`config.mk`:
```
export PLATFORM = sky130hd
export DESIGN_NAME = compressor_ctrl
export DESIGN_NICKNAME = d
export VERILOG_FILES = /design/src/design/pin_sync.v /design/src/design/sec_timer.v /design/src/design/compressor_ctrl.v
export VERILOG_INCLUDE_DIRS = /design/src /design/src/design
export SDC_FILE = /design/constraint.sdc
export NUM_CORES = 1
export LEC_CHECK = 0
export ABC_AREA = 0
export BUFFER_PORTS_ARGS = -buffer_cell sky130_fd_sc_hd__buf_2
export CORE_UTILIZATION = 66
export CTS_CLUSTER_DIAMETER = 100
export DETAILED_ROUTE_END_ITERATION = 16
export HOLD_SLACK_MARGIN = 0.05
export PLACE_DENSITY = 0.85
export SYNTH_ARGS = -nofsm -noshare
export SYNTH_HDL_FRONTEND = slang
export SYNTH_SLANG_ARGS = --single-unit
```
`constraint.sdc`:
```
create_clock -name clock -period 12.4 [get_ports clock]
set_clock_uncertainty 0.15 [all_clocks]
set_input_delay 0 -clock clock [delete_from_list [all_inputs] [get_ports clock]]
set_output_delay 0 -clock clock [all_outputs]
set_load 0.02 [all_outputs]
```
`src/design/compressor_map.vh`:
```
`ifndef COMPRESSOR_MAP_VH
`define COMPRESSOR_MAP_VH

// Register byte addresses
`define A_CTRL   8'h00
`define A_LOWER  8'h04
`define A_UPPER  8'h08
`define A_IDLE   8'h0c
`define A_HOLD   8'h10
`define A_SDLY   8'h14
`define A_CMD    8'h18
`define A_STAT   8'h1c
`define A_PRES   8'h20

// Control fields
`define CTRL_MODE_LO 0
`define CTRL_MODE_HI 1
`define CTRL_LIM     2
`define CTRL_ARST    3
`define CTRL_NET     4
`define CTRL_OWN     5
`define CTRL_ID_LO   8
`define CTRL_ID_HI   10
`define CMD_LOAD     0
`define CMD_UNLOAD   1

// Operating modes
`define MODE_AUTO  2'h0
`define MODE_CONST 2'h1
`define MODE_EXT   2'h2
`define MODE_LOCAL 2'h3

// Reset values, pressure in 0.1 bar, times in seconds
`define CTRL_RST  11'h000
`define LOWER_RST 16'h003c
`define UPPER_RST 16'h0050
`define IDLE_RST  16'h00b4
`define HOLD_RST  16'h0005
`define SDLY_RST  16'h000a
`define SRCH_SEC  16'h001e
`define NODES     4

// Timing
`define CLK_NS     8
`define SEC_NS     1000000000
`define SEC_CYCLES (`SEC_NS / `CLK_NS)

`endif

```
`src/design/pin_sync.v`:
```
`timescale 1ns/100ps
`default_nettype none
module pin_sync #(
  parameter W = 1
) (
  // Clock and reset
  input  wire         clock,
  input  wire         rstn,
  // Pins in, synchronised out
  input  wire [W-1:0] din,
  output wire [W-1:0] dout
);
  reg [W-1:0] meta_r;
  reg [W-1:0] sync_r;

  always @(posedge clock or negedge rstn) begin
    if (!rstn) begin
      meta_r <= {W{1'b0}};
      sync_r <= {W{1'b0}};
    end else begin
      meta_r <= din;
      sync_r <= meta_r;
    end
  end

  assign dout = sync_r;
endmodule
`default_nettype wire

```
`src/design/sec_timer.v`:
```
`timescale 1ns/100ps
`default_nettype none
module sec_timer #(
  parameter W = 16
) (
  // Clock and reset
  input  wire         clock,
  input  wire         rstn,
  // Second tick and control
  input  wire         tick,
  input  wire         run,
  input  wire [W-1:0] limit,
  output wire         done
);
  reg [W-1:0] cnt_r;

  // Dropping run restarts the count from zero
  always @(posedge clock or negedge rstn) begin
    if (!rstn)
      cnt_r <= {W{1'b0}};
    else if (!run)
      cnt_r <= {W{1'b0}};
    else if (tick && cnt_r < limit)
      cnt_r <= cnt_r + {{(W-1){1'b0}}, 1'b1};
  end

  assign done = run && (cnt_r >= limit);
endmodule
`default_nettype wire

```
`src/design/compressor_ctrl.v`:
```
`timescale 1ns/100ps
`default_nettype none
`include "compressor_map.vh"
module compressor_ctrl #(
  parameter PW        = 16,
  parameter SEC_TICKS = `SEC_CYCLES
) (
  // Clock and reset
  input  wire          clock,
  input  wire          rstn,
  // Register port
  input  wire [7:0]    addr,
  input  wire [31:0]   wdata,
  input  wire          wr,
  input  wire          rd,
  input  wire          remote_src,
  output wire [31:0]   rdata,
  // Pressure sample
  input  wire [PW-1:0] pressure,
  input  wire          pressure_tick,
  // Panel and field pins
  input  wire          external_command_line_n,
  input  wire          start_btn,
  input  wire          stop_btn,
  input  wire          net_menu,
  input  wire          power_restart,
  // Network link status
  input  wire [3:0]    peer_present,
  input  wire [3:0]    peer_active,
  // Compressor outputs
  output wire          load_valve,
  output wire          motor_run,
  output wire          confirm,
  output wire          ready,
  output wire          remote_disabled,
  // Network outputs
  output wire          net_active,
  output wire [3:0]    unit_start,
  output wire          search
);
  localparam S_STOP  = 5'b00001;
  localparam S_READY = 5'b00010;
  localparam S_LOAD  = 5'b00100;
  localparam S_IDLE  = 5'b01000;
  localparam S_WAIT  = 5'b10000;

  // Pins
  wire [4:0] pin_s;
  reg  [4:0] pin_prev_r;

  pin_sync #(.W(5)) u_sync (
    .clock (clock),
    .rstn  (rstn),
    // Line inverted ahead of the flops so reset reads it idle, not active
    .din   ({power_restart, net_menu, stop_btn, start_btn, ~external_command_line_n}),
    .dout  (pin_s)
  );

  wire ext_act   = pin_s[0];
  wire ext_on    = ext_act & ~pin_prev_r[0];
  wire ext_off   = ~ext_act & pin_prev_r[0];
  wire start_p   = pin_s[1] & ~pin_prev_r[1];
  wire stop_p    = pin_s[2] & ~pin_prev_r[2];
  wire in_menu   = pin_s[3];
  wire restart_p = pin_s[4] & ~pin_prev_r[4];

  // Registers
  reg  [10:0]   ctrl_r;
  reg  [PW-1:0] lower_r;
  reg  [PW-1:0] upper_r;
  reg  [15:0]   idle_r;
  reg  [15:0]   hold_r;
  reg  [15:0]   sdly_r;
  reg  [PW-1:0] pres_r;
  reg  [31:0]   rdata_r;
  reg           cmd_load_r;
  reg           cmd_unload_r;

  wire [1:0] mode   = ctrl_r[`CTRL_MODE_HI:`CTRL_MODE_LO];
  wire       is_ext = (mode == `MODE_EXT);
  wire       is_con = (mode == `MODE_CONST);
  wire       lim_en = ctrl_r[`CTRL_LIM];
  wire [2:0] own_id = ctrl_r[`CTRL_ID_HI:`CTRL_ID_LO];
  // Remote writers have no say in local mode
  wire       wr_ok  = wr & ~(remote_src & (mode == `MODE_LOCAL));

  // Second tick
  reg [31:0] pre_r;
  reg        sec_r;
  always @(posedge clock or negedge rstn) begin
    if (!rstn) begin
      pre_r <= 32'h0000_0000;
      sec_r <= 1'b0;
    end else if (pre_r >= SEC_TICKS - 1) begin
      pre_r <= 32'h0000_0000;
      sec_r <= 1'b1;
    end else begin
      pre_r <= pre_r + 32'h0000_0001;
      sec_r <= 1'b0;
    end
  end

  // Threshold crossings, judged only on a fresh sample
  wire p_high = pressure_tick & (pressure >= upper_r);
  wire p_low  = pressure_tick & (pressure < lower_r);
  wire p_at   = pressure_tick & (pressure <= lower_r);

  // State machine
  reg  [4:0] st_r;
  reg  [4:0] st_nxt;
  reg        disabled_r;
  reg        rpend_r;
  reg        valve_r;
  reg        motor_r;
  reg        confirm_r;
  reg        ready_r;
  wire       idle_done;
  wire       hold_done;
  reg  [3:0] ustart_r;

  wire [3:0] own_bit = (own_id >= 3'h1 && own_id <= 3'h4 && ctrl_r[`CTRL_OWN]) ?
                       (4'h1 << (own_id - 3'h1)) : 4'h0;
  wire own_start = (start_p & ~in_menu) | (|(ustart_r & own_bit));
  wire own_stop  = stop_p & ~in_menu;
  wire rem_ok    = is_ext & ~lim_en;
  wire ext_go    = ext_act & (~rpend_r | hold_done);

  sec_timer u_idle (
    .clock (clock),
    .rstn  (rstn),
    .tick  (sec_r),
    .run   (st_r == S_IDLE),
    .limit (idle_r),
    .done  (idle_done)
  );

  sec_timer u_hold (
    .clock (clock),
    .rstn  (rstn),
    .tick  (sec_r),
    .run   ((st_r == S_READY) & ext_act),
    .limit (hold_r),
    .done  (hold_done)
  );

  always @* begin
    st_nxt = st_r;
    case (st_r)
      S_STOP: begin
        if (own_start)
          st_nxt = is_ext ? S_READY : S_LOAD;
      end
      S_READY: begin
        if (is_ext && lim_en && ext_act)
          st_nxt = S_WAIT;
        else if (rem_ok && (ext_go || cmd_load_r))
          st_nxt = S_LOAD;
      end
      S_LOAD: begin
        if (rem_ok) begin
          if (ext_off || cmd_unload_r)
            st_nxt = S_IDLE;
        end else if (is_ext && !ext_act)
          st_nxt = S_READY;
        else if (p_high)
          st_nxt = S_IDLE;
      end
      S_IDLE: begin
        if (rem_ok) begin
          if (ext_on || cmd_load_r)
            st_nxt = S_LOAD;
          else if (idle_done)
            st_nxt = S_READY;
        end else if (is_ext && !ext_act)
          st_nxt = S_READY;
        else if (is_con) begin
          if (p_at)
            st_nxt = S_LOAD;
        end else if (p_low)
          st_nxt = S_LOAD;
        else if (idle_done)
          st_nxt = S_WAIT;
      end
      S_WAIT: begin
        if (is_ext && !ext_act)
          st_nxt = S_READY;
        else if (p_low)
          st_nxt = S_LOAD;
      end
      default: st_nxt = S_STOP;
    endcase
    if (restart_p && ctrl_r[`CTRL_ARST] && is_ext && !disabled_r)
      st_nxt = S_READY;
    if (is_ext && disabled_r && !own_start)
      st_nxt = S_STOP;
    if (own_stop)
      st_nxt = S_STOP;
  end

  wire run_nxt = (st_nxt == S_LOAD) | (st_nxt == S_IDLE);

  always @(posedge clock or negedge rstn) begin
    if (!rstn) begin
      st_r       <= S_STOP;
      disabled_r <= 1'b0;
      rpend_r    <= 1'b0;
      valve_r    <= 1'b0;
      motor_r    <= 1'b0;
      confirm_r  <= 1'b0;
      ready_r    <= 1'b0;
      pin_prev_r <= 5'h00;
    end else begin
      st_r       <= st_nxt;
      pin_prev_r <= pin_s;
      valve_r    <= (st_nxt == S_LOAD);
      motor_r    <= run_nxt;
      ready_r    <= (st_nxt == S_READY);
      // Held through unloaded idling, dropped when the motor stops
      confirm_r  <= confirm_r ? run_nxt : (st_nxt == S_LOAD);
      if (own_start)
        disabled_r <= 1'b0;
      else if (own_stop && is_ext)
        disabled_r <= 1'b1;
      if (restart_p && ctrl_r[`CTRL_ARST] && is_ext)
        rpend_r <= 1'b1;
      else if (st_nxt != S_READY)
        rpend_r <= 1'b0;
    end
  end

  // Network supervisor
  reg        netact_r;
  reg  [3:0] pend_r;
  reg        gap_r;
  reg        search_r;
  wire       sdly_done;
  wire       srch_done;
  wire       is_sup  = ctrl_r[`CTRL_NET];
  // Peers holding our own id are dropped, ids must be unique
  wire [3:0] members = (peer_present & peer_active & ~own_bit) |
                       (own_bit & {4{st_r != S_STOP}});
  wire       nstart  = is_sup & in_menu & start_p;
  wire [3:0] pick    = pend_r & (~pend_r + 4'h1);

  // Gap counted in cycles, so no gap falls short of the delay by tick phase
  localparam [31:0] SEC_W = SEC_TICKS;
  wire [47:0] sdly_cyc = {32'h0000_0000, sdly_r} * {16'h0000, SEC_W};

  sec_timer #(.W(48)) u_sdly (
    .clock (clock),
    .rstn  (rstn),
    .tick  (1'b1),
    .run   (netact_r & gap_r),
    .limit (sdly_cyc),
    .done  (sdly_done)
  );

  sec_timer u_srch (
    .clock (clock),
    .rstn  (rstn),
    .tick  (sec_r),
    .run   (netact_r & ~search_r),
    .limit (`SRCH_SEC),
    .done  (srch_done)
  );

  always @(posedge clock or negedge rstn) begin
    if (!rstn) begin
      netact_r <= 1'b0;
      pend_r   <= 4'h0;
      gap_r    <= 1'b0;
      search_r <= 1'b0;
      ustart_r <= 4'h0;
    end else begin
      ustart_r <= 4'h0;
      search_r <= nstart | srch_done;
      if (!is_sup || (in_menu && stop_p) || (netact_r && members == 4'h0)) begin
        netact_r <= 1'b0;
        pend_r   <= 4'h0;
        gap_r    <= 1'b0;
      end else if (nstart) begin
        if (members != 4'h0) begin
          netact_r <= 1'b1;
          pend_r   <= members;
          gap_r    <= 1'b0;
        end
      end else if (netact_r) begin
        if (gap_r) begin
          if (sdly_done)
            gap_r <= 1'b0;
        end else if (pend_r != 4'h0) begin
          ustart_r <= pick;
          pend_r   <= pend_r & ~pick;
          gap_r    <= 1'b1;
        end
      end
    end
  end

  // Register writes
  always @(posedge clock or negedge rstn) begin
    if (!rstn) begin
      ctrl_r       <= `CTRL_RST;
      lower_r      <= `LOWER_RST;
      upper_r      <= `UPPER_RST;
      idle_r       <= `IDLE_RST;
      hold_r       <= `HOLD_RST;
      sdly_r       <= `SDLY_RST;
      pres_r       <= {PW{1'b0}};
      cmd_load_r   <= 1'b0;
      cmd_unload_r <= 1'b0;
    end else begin
      if (pressure_tick)
        pres_r <= pressure;
      // Commands are latched in any state but stop, and only act in remote mode with the limit off
      cmd_load_r   <= wr_ok && addr == `A_CMD && wdata[`CMD_LOAD] &&
                      st_r != S_STOP;
      cmd_unload_r <= wr_ok && addr == `A_CMD && wdata[`CMD_UNLOAD] &&
                      st_r != S_STOP;
      if (wr_ok) begin
        case (addr)
          `A_CTRL:  ctrl_r  <= wdata[10:0];
          `A_LOWER: lower_r <= wdata[PW-1:0];
          `A_UPPER: upper_r <= wdata[PW-1:0];
          `A_IDLE:  idle_r  <= wdata[15:0];
          `A_HOLD:  hold_r  <= wdata[15:0];
          `A_SDLY:  sdly_r  <= wdata[15:0];
          default:  ;
        endcase
      end
    end
  end

  // Read data, valid only in the cycle after the strobe
  reg [31:0] rmux;
  always @* begin
    rmux = 32'h0000_0000;
    case (addr)
      `A_CTRL:  rmux[10:0]   = ctrl_r;
      `A_LOWER: rmux[PW-1:0] = lower_r;
      `A_UPPER: rmux[PW-1:0] = upper_r;
      `A_IDLE:  rmux[15:0]   = idle_r;
      `A_HOLD:  rmux[15:0]   = hold_r;
      `A_SDLY:  rmux[15:0]   = sdly_r;
      `A_STAT:  rmux[19:0]   = {members, pend_r, 1'b0, rpend_r, netact_r,
                                disabled_r, confirm_r, motor_r, valve_r, st_r};
      `A_PRES:  rmux[PW-1:0] = pres_r;
      default:  rmux = 32'h0000_0000;
    endcase
  end

  always @(posedge clock or negedge rstn) begin
    if (!rstn)
      rdata_r <= 32'h0000_0000;
    else
      rdata_r <= rd ? rmux : 32'h0000_0000;
  end

  assign rdata           = rdata_r;
  assign load_valve      = valve_r;
  assign motor_run       = motor_r;
  assign confirm         = confirm_r;
  assign ready           = ready_r;
  assign remote_disabled = disabled_r;
  assign net_active      = netact_r;
  assign unit_start      = ustart_r;
  assign search          = search_r;
endmodule
`default_nettype wire

```
==> results.json, run 1 <==
{
  "status": "finished, final reports clean",
  "crit_required_ns": 12.74,
  "grt_antenna_before_repair": 0,
  "dieArea_um2": 34500,
  "area.growth.synth_to_final_pct": 12.6,
  "ir_drop_mv": 0.125,
  "start_util": 0.679,
  "hold_viol": 0,
  "startpoint_type": "register",
  "critPathBufInv": 3,
  "min_period_over_period": 0.805,
  "n_antenna_cell": 0,
  "synth_cell_types": 76,
  "report.final.slew_viol_count": 0,
  "multi_input_area_um2": 13500,
  "fp.dieW_um": 186,
  "cts_made_buffers": 31,
  "whs_ns": 0.134,
  "grt_pass1_vias": 18500,
  "port_buffers": 89,
  "die_h_um": 186,
  "crit_type": "reg -> reg",
  "fmax_ghz": 0.100,
  "ys_ff_latch": 294,
  "worst_slew_pin_slew_ns": 1.22,
  "fp-row-count": 66,
  "syn_area_per_cell_um2": 10.1,
  "rsz0062_at_grt": "no",
  "grt_pass1_wl_mm": 96.6,
  "cp_slowest_stage_delay_ns": 1.06,
  "drive_gt1_frac": 0.124,
  "worstPathArrival_ns": 10.32,
  "regArea_um2": 7380,
  "powerDensity_nw_per_um2": 110,
  "end_kind": "register",
  "fillers": 2121,
  "slew_headroom": 0.164,
  "first_iter_violations": 1521,
  "clk_pin_slew_ns": 0.07,
  "core_area_um2": 32900,
  "rrSetupSlack_ns": 2.42,
  "synth_ff_type": "dfrtp_1",
  "num_vias": 18100,
  "yosys_warnings": 0,
  "critPathMostFrequentCell": "fa_1",
  "place.gp.congestion": 0.954,
  "setup_ws_ns": 2.42,
  "p_leak_uw": 0.0124,
  "cts_tree": "done",
  "track_usage": 0.364,
  "synth-edff-count": 0,
  "overflow": 0,
  "syn_inst": 2204,
  "async_flop_share": 1.00,
  "slowest_stage": "a2111oi_0",
  "clockBufferDepth": 3,
  "grt_max_degree": 181,
  "cp_max_fo": 25,
  "cts-root-buf": "clkbuf_16",
  "drc": 0,
  "nets": 2830,
  "critPathTopFamily": "adder cells",
  "avgRoutedWirePerCell_um": 21.7,
  "period_needed_ns": 9.98,
  "wl_mm": 61.4,
  "dp_hpwl_mm": 43.1,
  "clock_sinks": 294,
  "cts_setup_buffers": 0,
  "syn_area_um2": 22300,
  "io_pins": 118,
  "routed_via_density": 6.38,
  "antenna_left": 0,
  "htreeDepth": 1,
  "setup_viol": 0,
  "seq_area_frac_synth": 0.331,
  "dp_slack_ns": 2.72,
  "hp-class": "in -> reg",
  "drv_cap": 0,
  "setup_tns_ns": 0,
  "clk_latency_ns": 0.60,
  "dr.pass1.iters": 8
}
-- power breakdown --
group	switching, µW	internal (µW)
Sequential	37.9	989
Combinational	416	281
Clock	421	613
-- worst register-to-register path, stage by stage (launching register included) --
cell and delay (ns):
dfrtp_1 0.64, inv_1 0.16, ha_1 0.40, fa_1 0.58
fa_1 0.44, fa_1 0.51, fa_1 0.53, fa_1 0.55
inv_1 0.04, ha_1 0.39, inv_1 0.09, nor4_1 0.41
o2111ai_1 0.21, a21oi_1 0.39, nand2_1 0.16, nand4b_1 0.13
a31oi_1 0.18, mux2i_1 0.17, a2111oi_0 1.06, ha_1 0.41
nand3_1 0.12, nor4_1 0.12, a31o_1 0.28, a311oi_4 0.59
nand4_4 0.44, or4_1 0.60, a21oi_1 0.15
-- area by class of cell --
class                           count  share of cell area
Sequential cell                   294               0.294
Tap cell                          442              0.0220
Clock buffer                       41              0.0356
Timing Repair Buffer              175              0.0529
Multi-Input combinational cell   1548               0.539
Inverter                          316              0.0472
Clock inverter                     17             0.00976
-- path summary, 6_finish.rpt --
kind                            cells past startpoint               end             start
worst max-delay path                               26  u_sdly.cnt_r[24]         sdly_r[5]
worst min-delay path                                6          rdata[1]           addr[3]
worst max register to register                     26  u_sdly.cnt_r[24]         sdly_r[5]
worst min register to register                      0    u_sync.dout[2]  u_sync.meta_r[2]
max in group asynchronous                           4  u_hold.cnt_r[13]              rstn
min in group asynchronous                           4   u_srch.cnt_r[6]              rstn
-- placed cells by master (no fill, tap or decap), types with 44 or more instances in the layout --
cell type / netlist / layout
ha_1: 261 / 261
nand3_1: 51 / 51
dfrtp_1: 279 / 279
buf_2: 3 / 88
nand4_1: 50 / 50
mux2_2: 107 / 107
inv_1: 316 / 316
nor2_1: 126 / 125
dlygate4sd3_1: 0 / 78
nand2_1: 94 / 94
a21oi_1: 107 / 107
a21o_1: 44 / 44
o21ai_0: 57 / 57
xor2_1: 56 / 56
fa_1: 128 / 128
-- what timing repair did --
item	CTS	global route
gates resized for setup	0	0
hold endpoints to repair	247	0
hold buffers	79	0
-- cell usage after synthesis (38+ instances only) --
cell type,number,share of area
mux2_2,107,0.054
nand3_1,51,0.011
ha_1,261,0.15
inv_1,316,0.053
xor2_1,56,0.022
nand4_1,50,0.014
fa_1,128,0.11
dfrtp_1,279,0.31
a21oi_1,107,0.024
xnor2_1,38,0.015
clkbuf_1,46,0.0077
nor2_1,126,0.021
o21ai_0,57,0.013
a21o_1,44,0.015
nand2_1,94,0.016
-- sequential cells by signal (all words and copies together) (netlist names), 4 cells and up --
name and flops:
u_sync.dout 5, ctrl_r 11, u_sdly.cnt_r 48, hold_r 16, u_idle.cnt_r 16, st_r 5, sdly_r 16, unit_start 4
pres_r 16, u_srch.cnt_r 16, upper_r 16, pin_prev_r 4, pre_r 32, lower_r 16, idle_r 16, pend_r 4
rdata 20, u_sync.meta_r 5, u_hold.cnt_r 16
-- logic make-up (layout without fill, tap and decap cells) --
| group | count (synthesis) | count (layout) | synth area share |
|---|---|---|---|
| simple gates | 534 | 534 | 0.126 |
| compound gates | 397 | 397 | 0.121 |
| fa+ha+maj | 389 | 389 | 0.261 |
| buf+inv | 378 | 549 | 0.0658 |
| flops | 294 | 294 | 0.331 |
| mux | 117 | 117 | 0.0585 |
| xor+xnor | 94 | 94 | 0.0369 |
| other cells | 1 | 17 | 0.000168 |
-- routing by layer --
metal  vias up  global-route usage  share of wire
li1       7995                   -              -
met5         -                   0              0
met1      8869               0.452           0.38
met2       960               0.600           0.47
met3       245              0.0700          0.088
met4         0               0.198          0.058
-- stage by stage --
step                      std cells  total power, µW  area [µm²]  utilization
after floorplan                2220             1500       22400            -
after global placement         2696             1670       23200        0.705
after detailed placement       2696             1700       23200        0.705
after CTS                      2833             2740       25100        0.764
after global routing           2833             2880       25100        0.764
final                          2833             2760       25100        0.764
Note: power is estimated with default switching activity, not from simulation.
==> run 2: changes to the inputs <==
--- a/config.mk
+++ b/config.mk
@@ -8,11 +8,11 @@
 export LEC_CHECK = 0
 export ABC_AREA = 0
 export BUFFER_PORTS_ARGS = -buffer_cell sky130_fd_sc_hd__buf_2
-export CORE_UTILIZATION = 66
+export CORE_UTILIZATION = 63
 export CTS_CLUSTER_DIAMETER = 100
 export DETAILED_ROUTE_END_ITERATION = 16
 export HOLD_SLACK_MARGIN = 0.05
-export PLACE_DENSITY = 0.85
+export PLACE_DENSITY = 0.82
 export SYNTH_ARGS = -nofsm -noshare
 export SYNTH_HDL_FRONTEND = slang
 export SYNTH_SLANG_ARGS = --single-unit
==> constraint.sdc (replaced) <==
create_clock -name clock -period 9.85 [get_ports clock]
set_clock_uncertainty 0.15 [all_clocks]
set_input_delay 0 -clock clock [delete_from_list [all_inputs] [get_ports clock]]
set_output_delay 0 -clock clock [all_outputs]
set_load 0.02 [all_outputs]
==> results.json, run 2 (synthesized netlist as in run 1, its figures left out) <==
{
  "status": "finished, final reports clean",
  "dieArea_um2": 36200,
  "report.final.slew_viol_count": 0,
  "setup_viol": 0,
  "area.growth.synth_to_final_pct": 13.1,
  "cp_max_fo": 25,
  "layout.cells.non_filler": 2856,
  "cp_slowest_stage_delay_ns": 0.65,
  "clock_sinks": 294,
  "rrSetupSlack_ns": 0.61,
  "clk_pin_slew_ns": 0.06,
  "clockBufferDepth": 3,
  "startpoint_type": "register",
  "grt_max_degree": 183,
  "cts-root-buf": "clkbuf_16",
  "ir_drop_mv": 0.181,
  "r2r_start": "sdly_r[8]",
  "wl_mm": 61.6,
  "grt_pass1_wl_mm": 97.3,
  "avgRoutedWirePerCell_um": 21.6,
  "period_needed_ns": 9.24,
  "drv_cap": 0,
  "reg2regPathDepth": 32,
  "crit_type": "reg -> reg",
  "powerDensity_nw_per_um2": 140,
  "port_buffers": 89,
  "dp_hpwl_mm": 44.1,
  "n_antenna_cell": 0,
  "r2r-end": "u_sdly.cnt_r[29]",
  "p_leak_uw": 0.0125,
  "hold_viol": 0,
  "core_area_um2": 34700,
  "overflow": 0,
  "largest_reg_flops": 48,
  "final_common_cell": "inv_1",
  "dr.pass1.iters": 8,
  "cts_made_buffers": 34,
  "num_vias": 17900,
  "routed_via_density": 6.28,
  "max_flop_register": "u_sdly.cnt_r",
  "grt_pass1_vias": 18400,
  "fp.dieW_um": 190,
  "clk_latency_ns": 0.56,
  "layout_common_cells": "inv_1, dfrtp_1, ha_1",
  "htreeDepth": 2,
  "worstPathArrival_ns": 9.53,
  "antenna_left": 0,
  "end_kind": "register",
  "dp_cells": 2716,
  "crit_start": "sdly_r[8]",
  "die_h_um": 190,
  "slowest_stage": "fa_1",
  "worst_slew_pin_slew_ns": 1.19,
  "track_usage": 0.347,
  "io_pins": 118,
  "setup_tns_ns": 0,
  "final_core_util": 0.727,
  "drive_gt1_frac": 0.126,
  "crit_required_ns": 10.13,
  "slew_headroom": 0.202,
  "fp-row-count": 68,
  "first_iter_violations": 1654,
  "start_util": 0.643,
  "nets": 2839,
  "fmax_ghz": 0.108,
  "crit_end": "u_sdly.cnt_r[29]",
  "place.gp.congestion": 0.957,
  "drc": 0,
  "min_period_over_period": 0.938,
  "hp-class": "in -> reg",
  "rsz0062_at_grt": "no",
  "grt_antenna_before_repair": 0,
  "cts_resized": 0,
  "cts_tree": "done"
}
run 2: routing by layer:
layer  global-route usage  vias to the layer above  share of wire
met3               0.0646                      208          0.078
met2                0.580                      818           0.48
met4                0.161                        0          0.048
li1                     -                     8024              -
met5                    0                        -              0
met1                0.438                     8874           0.39
run 2: how the worst min path moves through the flow:
stage | from | cells after the start | endpoint
final | addr[3] | 6 | rdata[6]
after global routing | addr[3] | 6 | rdata[6]
after CTS | addr[2] | 5 | rdata[7]
after detailed placement | net_menu | 1 | u_sync.meta_r[3]
after global placement | rstn | 1 | u_hold.cnt_r[7]
after floorplan | rstn | 0 | cmd_load_r
run 2: timing repair:
item / 4_1_cts / 5_1_grt
endpoints found under the hold margin: 251 / 0
buffers inserted: 0 / 2
endpoints found under the setup margin: 0 / 7
hold buffers: 76 / 0
run 2: worst max-delay path: cells and delay by family (launching register included):
| family | cells | cell delay [ns] |
|---|---|---|
| flip-flops | 1 | 0.55 |
| AO/OA/AOI/OAI | 12 | 2.72 |
| buffers and inverters | 7 | 0.57 |
| XOR/XNOR | 1 | 0.09 |
| adder cells (fa/ha/maj) | 8 | 3.78 |
| AND/OR/NAND/NOR | 4 | 1.27 |
run 2: metrics by stage:
step / cell area (µm²) / total power (µW) / hold WS, ns / setup slack [ns]
2_1_floorplan: 22400 / 1890 / -0.446 / 1.48
3_3_place_gp: 23200 / 2110 / -0.0464 / 0.647
3_5_place_dp: 23200 / 2140 / -0.0403 / 0.490
4_1_cts: 25200 / 3520 / 0.0661 / 0.429
5_1_grt: 25200 / 3690 / 0.153 / 0.163
6_report: 25200 / 3520 / 0.130 / 0.609
run 2: cell type report:
class | instances | area, µm²
sequential | 294 | 7380
fill | 2407 | 9470
inverter | 316 | 1190
tap | 455 | 569
multi-input combinational | 1548 | 13500
clock inverter | 15 | 226
timing repair buffer | 181 | 1380
clock buffer | 47 | 971
run 2: report_power, final:
part	internal, µW	switching (µW)
Combinational	357	522
Sequential	1250	44.0
Clock	826	529
Total	2430	1090
==> run 3: changes to the inputs <==
--- a/config.mk
+++ b/config.mk
@@ -15,4 +15,5 @@
 export PLACE_DENSITY = 0.82
 export SYNTH_ARGS = -nofsm -noshare
 export SYNTH_HDL_FRONTEND = slang
+export SYNTH_HIERARCHICAL = 1
 export SYNTH_SLANG_ARGS = --single-unit
==> results.json, run 3 <==
{
  "cts_tree": "done",
  "drive_gt1_frac": 0.127,
  "async_flop_share": 1.00,
  "largest_reg_flops": 48,
  "yosysMostFrequentCell": "inv_1",
  "rsz0062_at_grt": "no",
  "fmax_ghz": 0.110,
  "hp-class": "in -> reg",
  "setup_viol": 0,
  "period_needed_ns": 9.08,
  "grt_pass1_vias": 20100,
  "crit_start": "sdly_r[4]",
  "routed_via_density": 6.22,
  "worstPathArrival_ns": 9.37,
  "yosys_warnings": 6,
  "die_h_um": 197,
  "min_period_over_period": 0.922,
  "seq_area_frac_synth": 0.309,
  "p_leak_uw": 0.0129,
  "critPathTopFamily": "adder cells",
  "nets": 3112,
  "drc": 0,
  "num_vias": 19600,
  "synth-edff-count": 0,
  "ys_ff_latch": 294,
  "drv_cap": 0,
  "cts_hold_buf": 75,
  "powerDensity_nw_per_um2": 134,
  "dieArea_um2": 38700,
  "end_kind": "register",
  "hp-start": "addr[2]",
  "syn_area_um2": 23900,
  "hold_viol": 0,
  "ys_top_cells_by_count": "inv_1, ha_1, dfrtp_1, a21oi_1, fa_1",
  "status": "finished, final reports clean",
  "setup_tns_ns": 0,
  "dr.pass1.iters": 6,
  "port_buffers": 89,
  "power_uw": 3600,
  "grt_pass1_wl_mm": 104,
  "first_iter_violations": 1747,
  "clk_pin_slew_ns": 0.06,
  "dp_hpwl_mm": 47.5,
  "avgRoutedWirePerCell_um": 20.3,
  "crit_type": "reg -> reg",
  "cp_slowest_stage_delay_ns": 0.62,
  "yosysTopAreaCell": "dfrtp_1",
  "htreeDepth": 2,
  "cts-root-buf": "clkbuf_16",
  "start_util": 0.647,
  "grt_antenna_before_repair": 0,
  "crit_required_ns": 10.14,
  "slew_headroom": 0.0777,
  "clk_latency_ns": 0.54,
  "report.final.slew_viol_count": 0,
  "final_core_util": 0.728,
  "synth.area.top_cells": "dfrtp_1, ha_1, fa_1",
  "synth_cell_types": 91,
  "core_area_um2": 37000,
  "slowest_stage": "dfrtp_1",
  "area.growth.synth_to_final_pct": 12.5,
  "r2r_start": "sdly_r[4]",
  "place.gp.congestion": 0.959,
  "n_antenna_cell": 0,
  "track_usage": 0.340,
  "wl_mm": 64.2,
  "ir_drop_mv": 0.134,
  "syn_inst": 2441,
  "grt_max_degree": 90,
  "clock_sinks": 294,
  "fp.dieW_um": 197,
  "max_flop_register": "u_sdly/cnt_r",
  "fp-row-count": 70,
  "final_common_cell": "inv_1",
  "clockBufferDepth": 3,
  "syn_area_per_cell_um2": 9.79,
  "cts_setup_buffers": 0,
  "synth_top_area_share": 0.292,
  "cts_made_buffers": 35,
  "synth_ff_type": "dfrtp_1",
  "overflow": 0,
  "critPathBufInv": 7,
  "startpoint_type": "register",
  "io_pins": 118,
  "layout_common_cells": "inv_1, ha_1, dfrtp_1",
  "cp_max_fo": 56,
  "whs_ns": 0.101,
  "cts_resized": 0,
  "critPathMostFrequentCell": "fa_1",
  "antenna_left": 0,
  "worst_slew_pin_slew_ns": 1.38
}
-- run 3: final timing paths --
check / to / slack (ns) / depth (start not counted)
max: u_sdly/cnt_r[44] / 0.77 / 31
min: rdata[19] / 0.10 / 4
max reg2reg: u_sdly/cnt_r[44] / 0.77 / 31
min reg2reg: u_sync/dout[0] / 0.20 / 0
max in group asynchronous: rdata[3] / 7.40 / 5
min in group asynchronous: lower_r[12] / 0.54 / 4
-- run 3: power by group --
group,internal [µW],switching (µW)
clock,838,551
combinational,366,554
sequential,1240,45.7
total,2450,1150
-- run 3: metrics by stage --
step | std cells | setup WS (ns) | area [µm²]
6_report | 3154 | 0.771 | 26900
5_1_grt | 3154 | 0.365 | 26900
4_1_cts | 3154 | 0.877 | 26900
3_3_place_gp | 3016 | 1.10 | 24900
2_1_floorplan | 2488 | 1.85 | 24100
3_5_place_dp | 3016 | 0.898 | 24900
-- run 3: layout make-up --
class / instances / area, µm²
flip-flops and latches: 294 / 7380
fillers: 2588 / 10100
repair buffers: 180 / 1360
inverters: 370 / 1390
multi-input cells: 1743 / 14900
well taps: 504 / 631
clock buffers: 43 / 967
clock inverters: 20 / 267
-- run 3: kinds of logic (layout without fill, tap and decap cells) --
logic type                 Yosys count  in the layout  share of synthesized area
AOI/OAI and AO/OA                  482            482                      0.136
xor gates and xnor gates            64             64                     0.0235
adders and majority gates          413            413                      0.258
buffers and inverters              451            613                     0.0754
DFF                                294            294                      0.309
muxes                              128            128                     0.0592
other                                2             49                   0.000314
and+or+nand+nor                    607            607                      0.139
-- run 3: metal layers --
| layer | routed length [µm] | GRT usage |
|---|---|---|
| met1 | 25700 | 0.428 |
| met4 | 3010 | 0.156 |
| met2 | 31400 | 0.579 |
| met5 | 0 | 0 |
| met3 | 4080 | 0.0495 |
-- run 3: worst min-delay path: cells and delay by family --
family / cells / cell delay [ns]
AND/OR/NAND/NOR: 3 / 0.62
buffers and inverters: 1 / 0.13
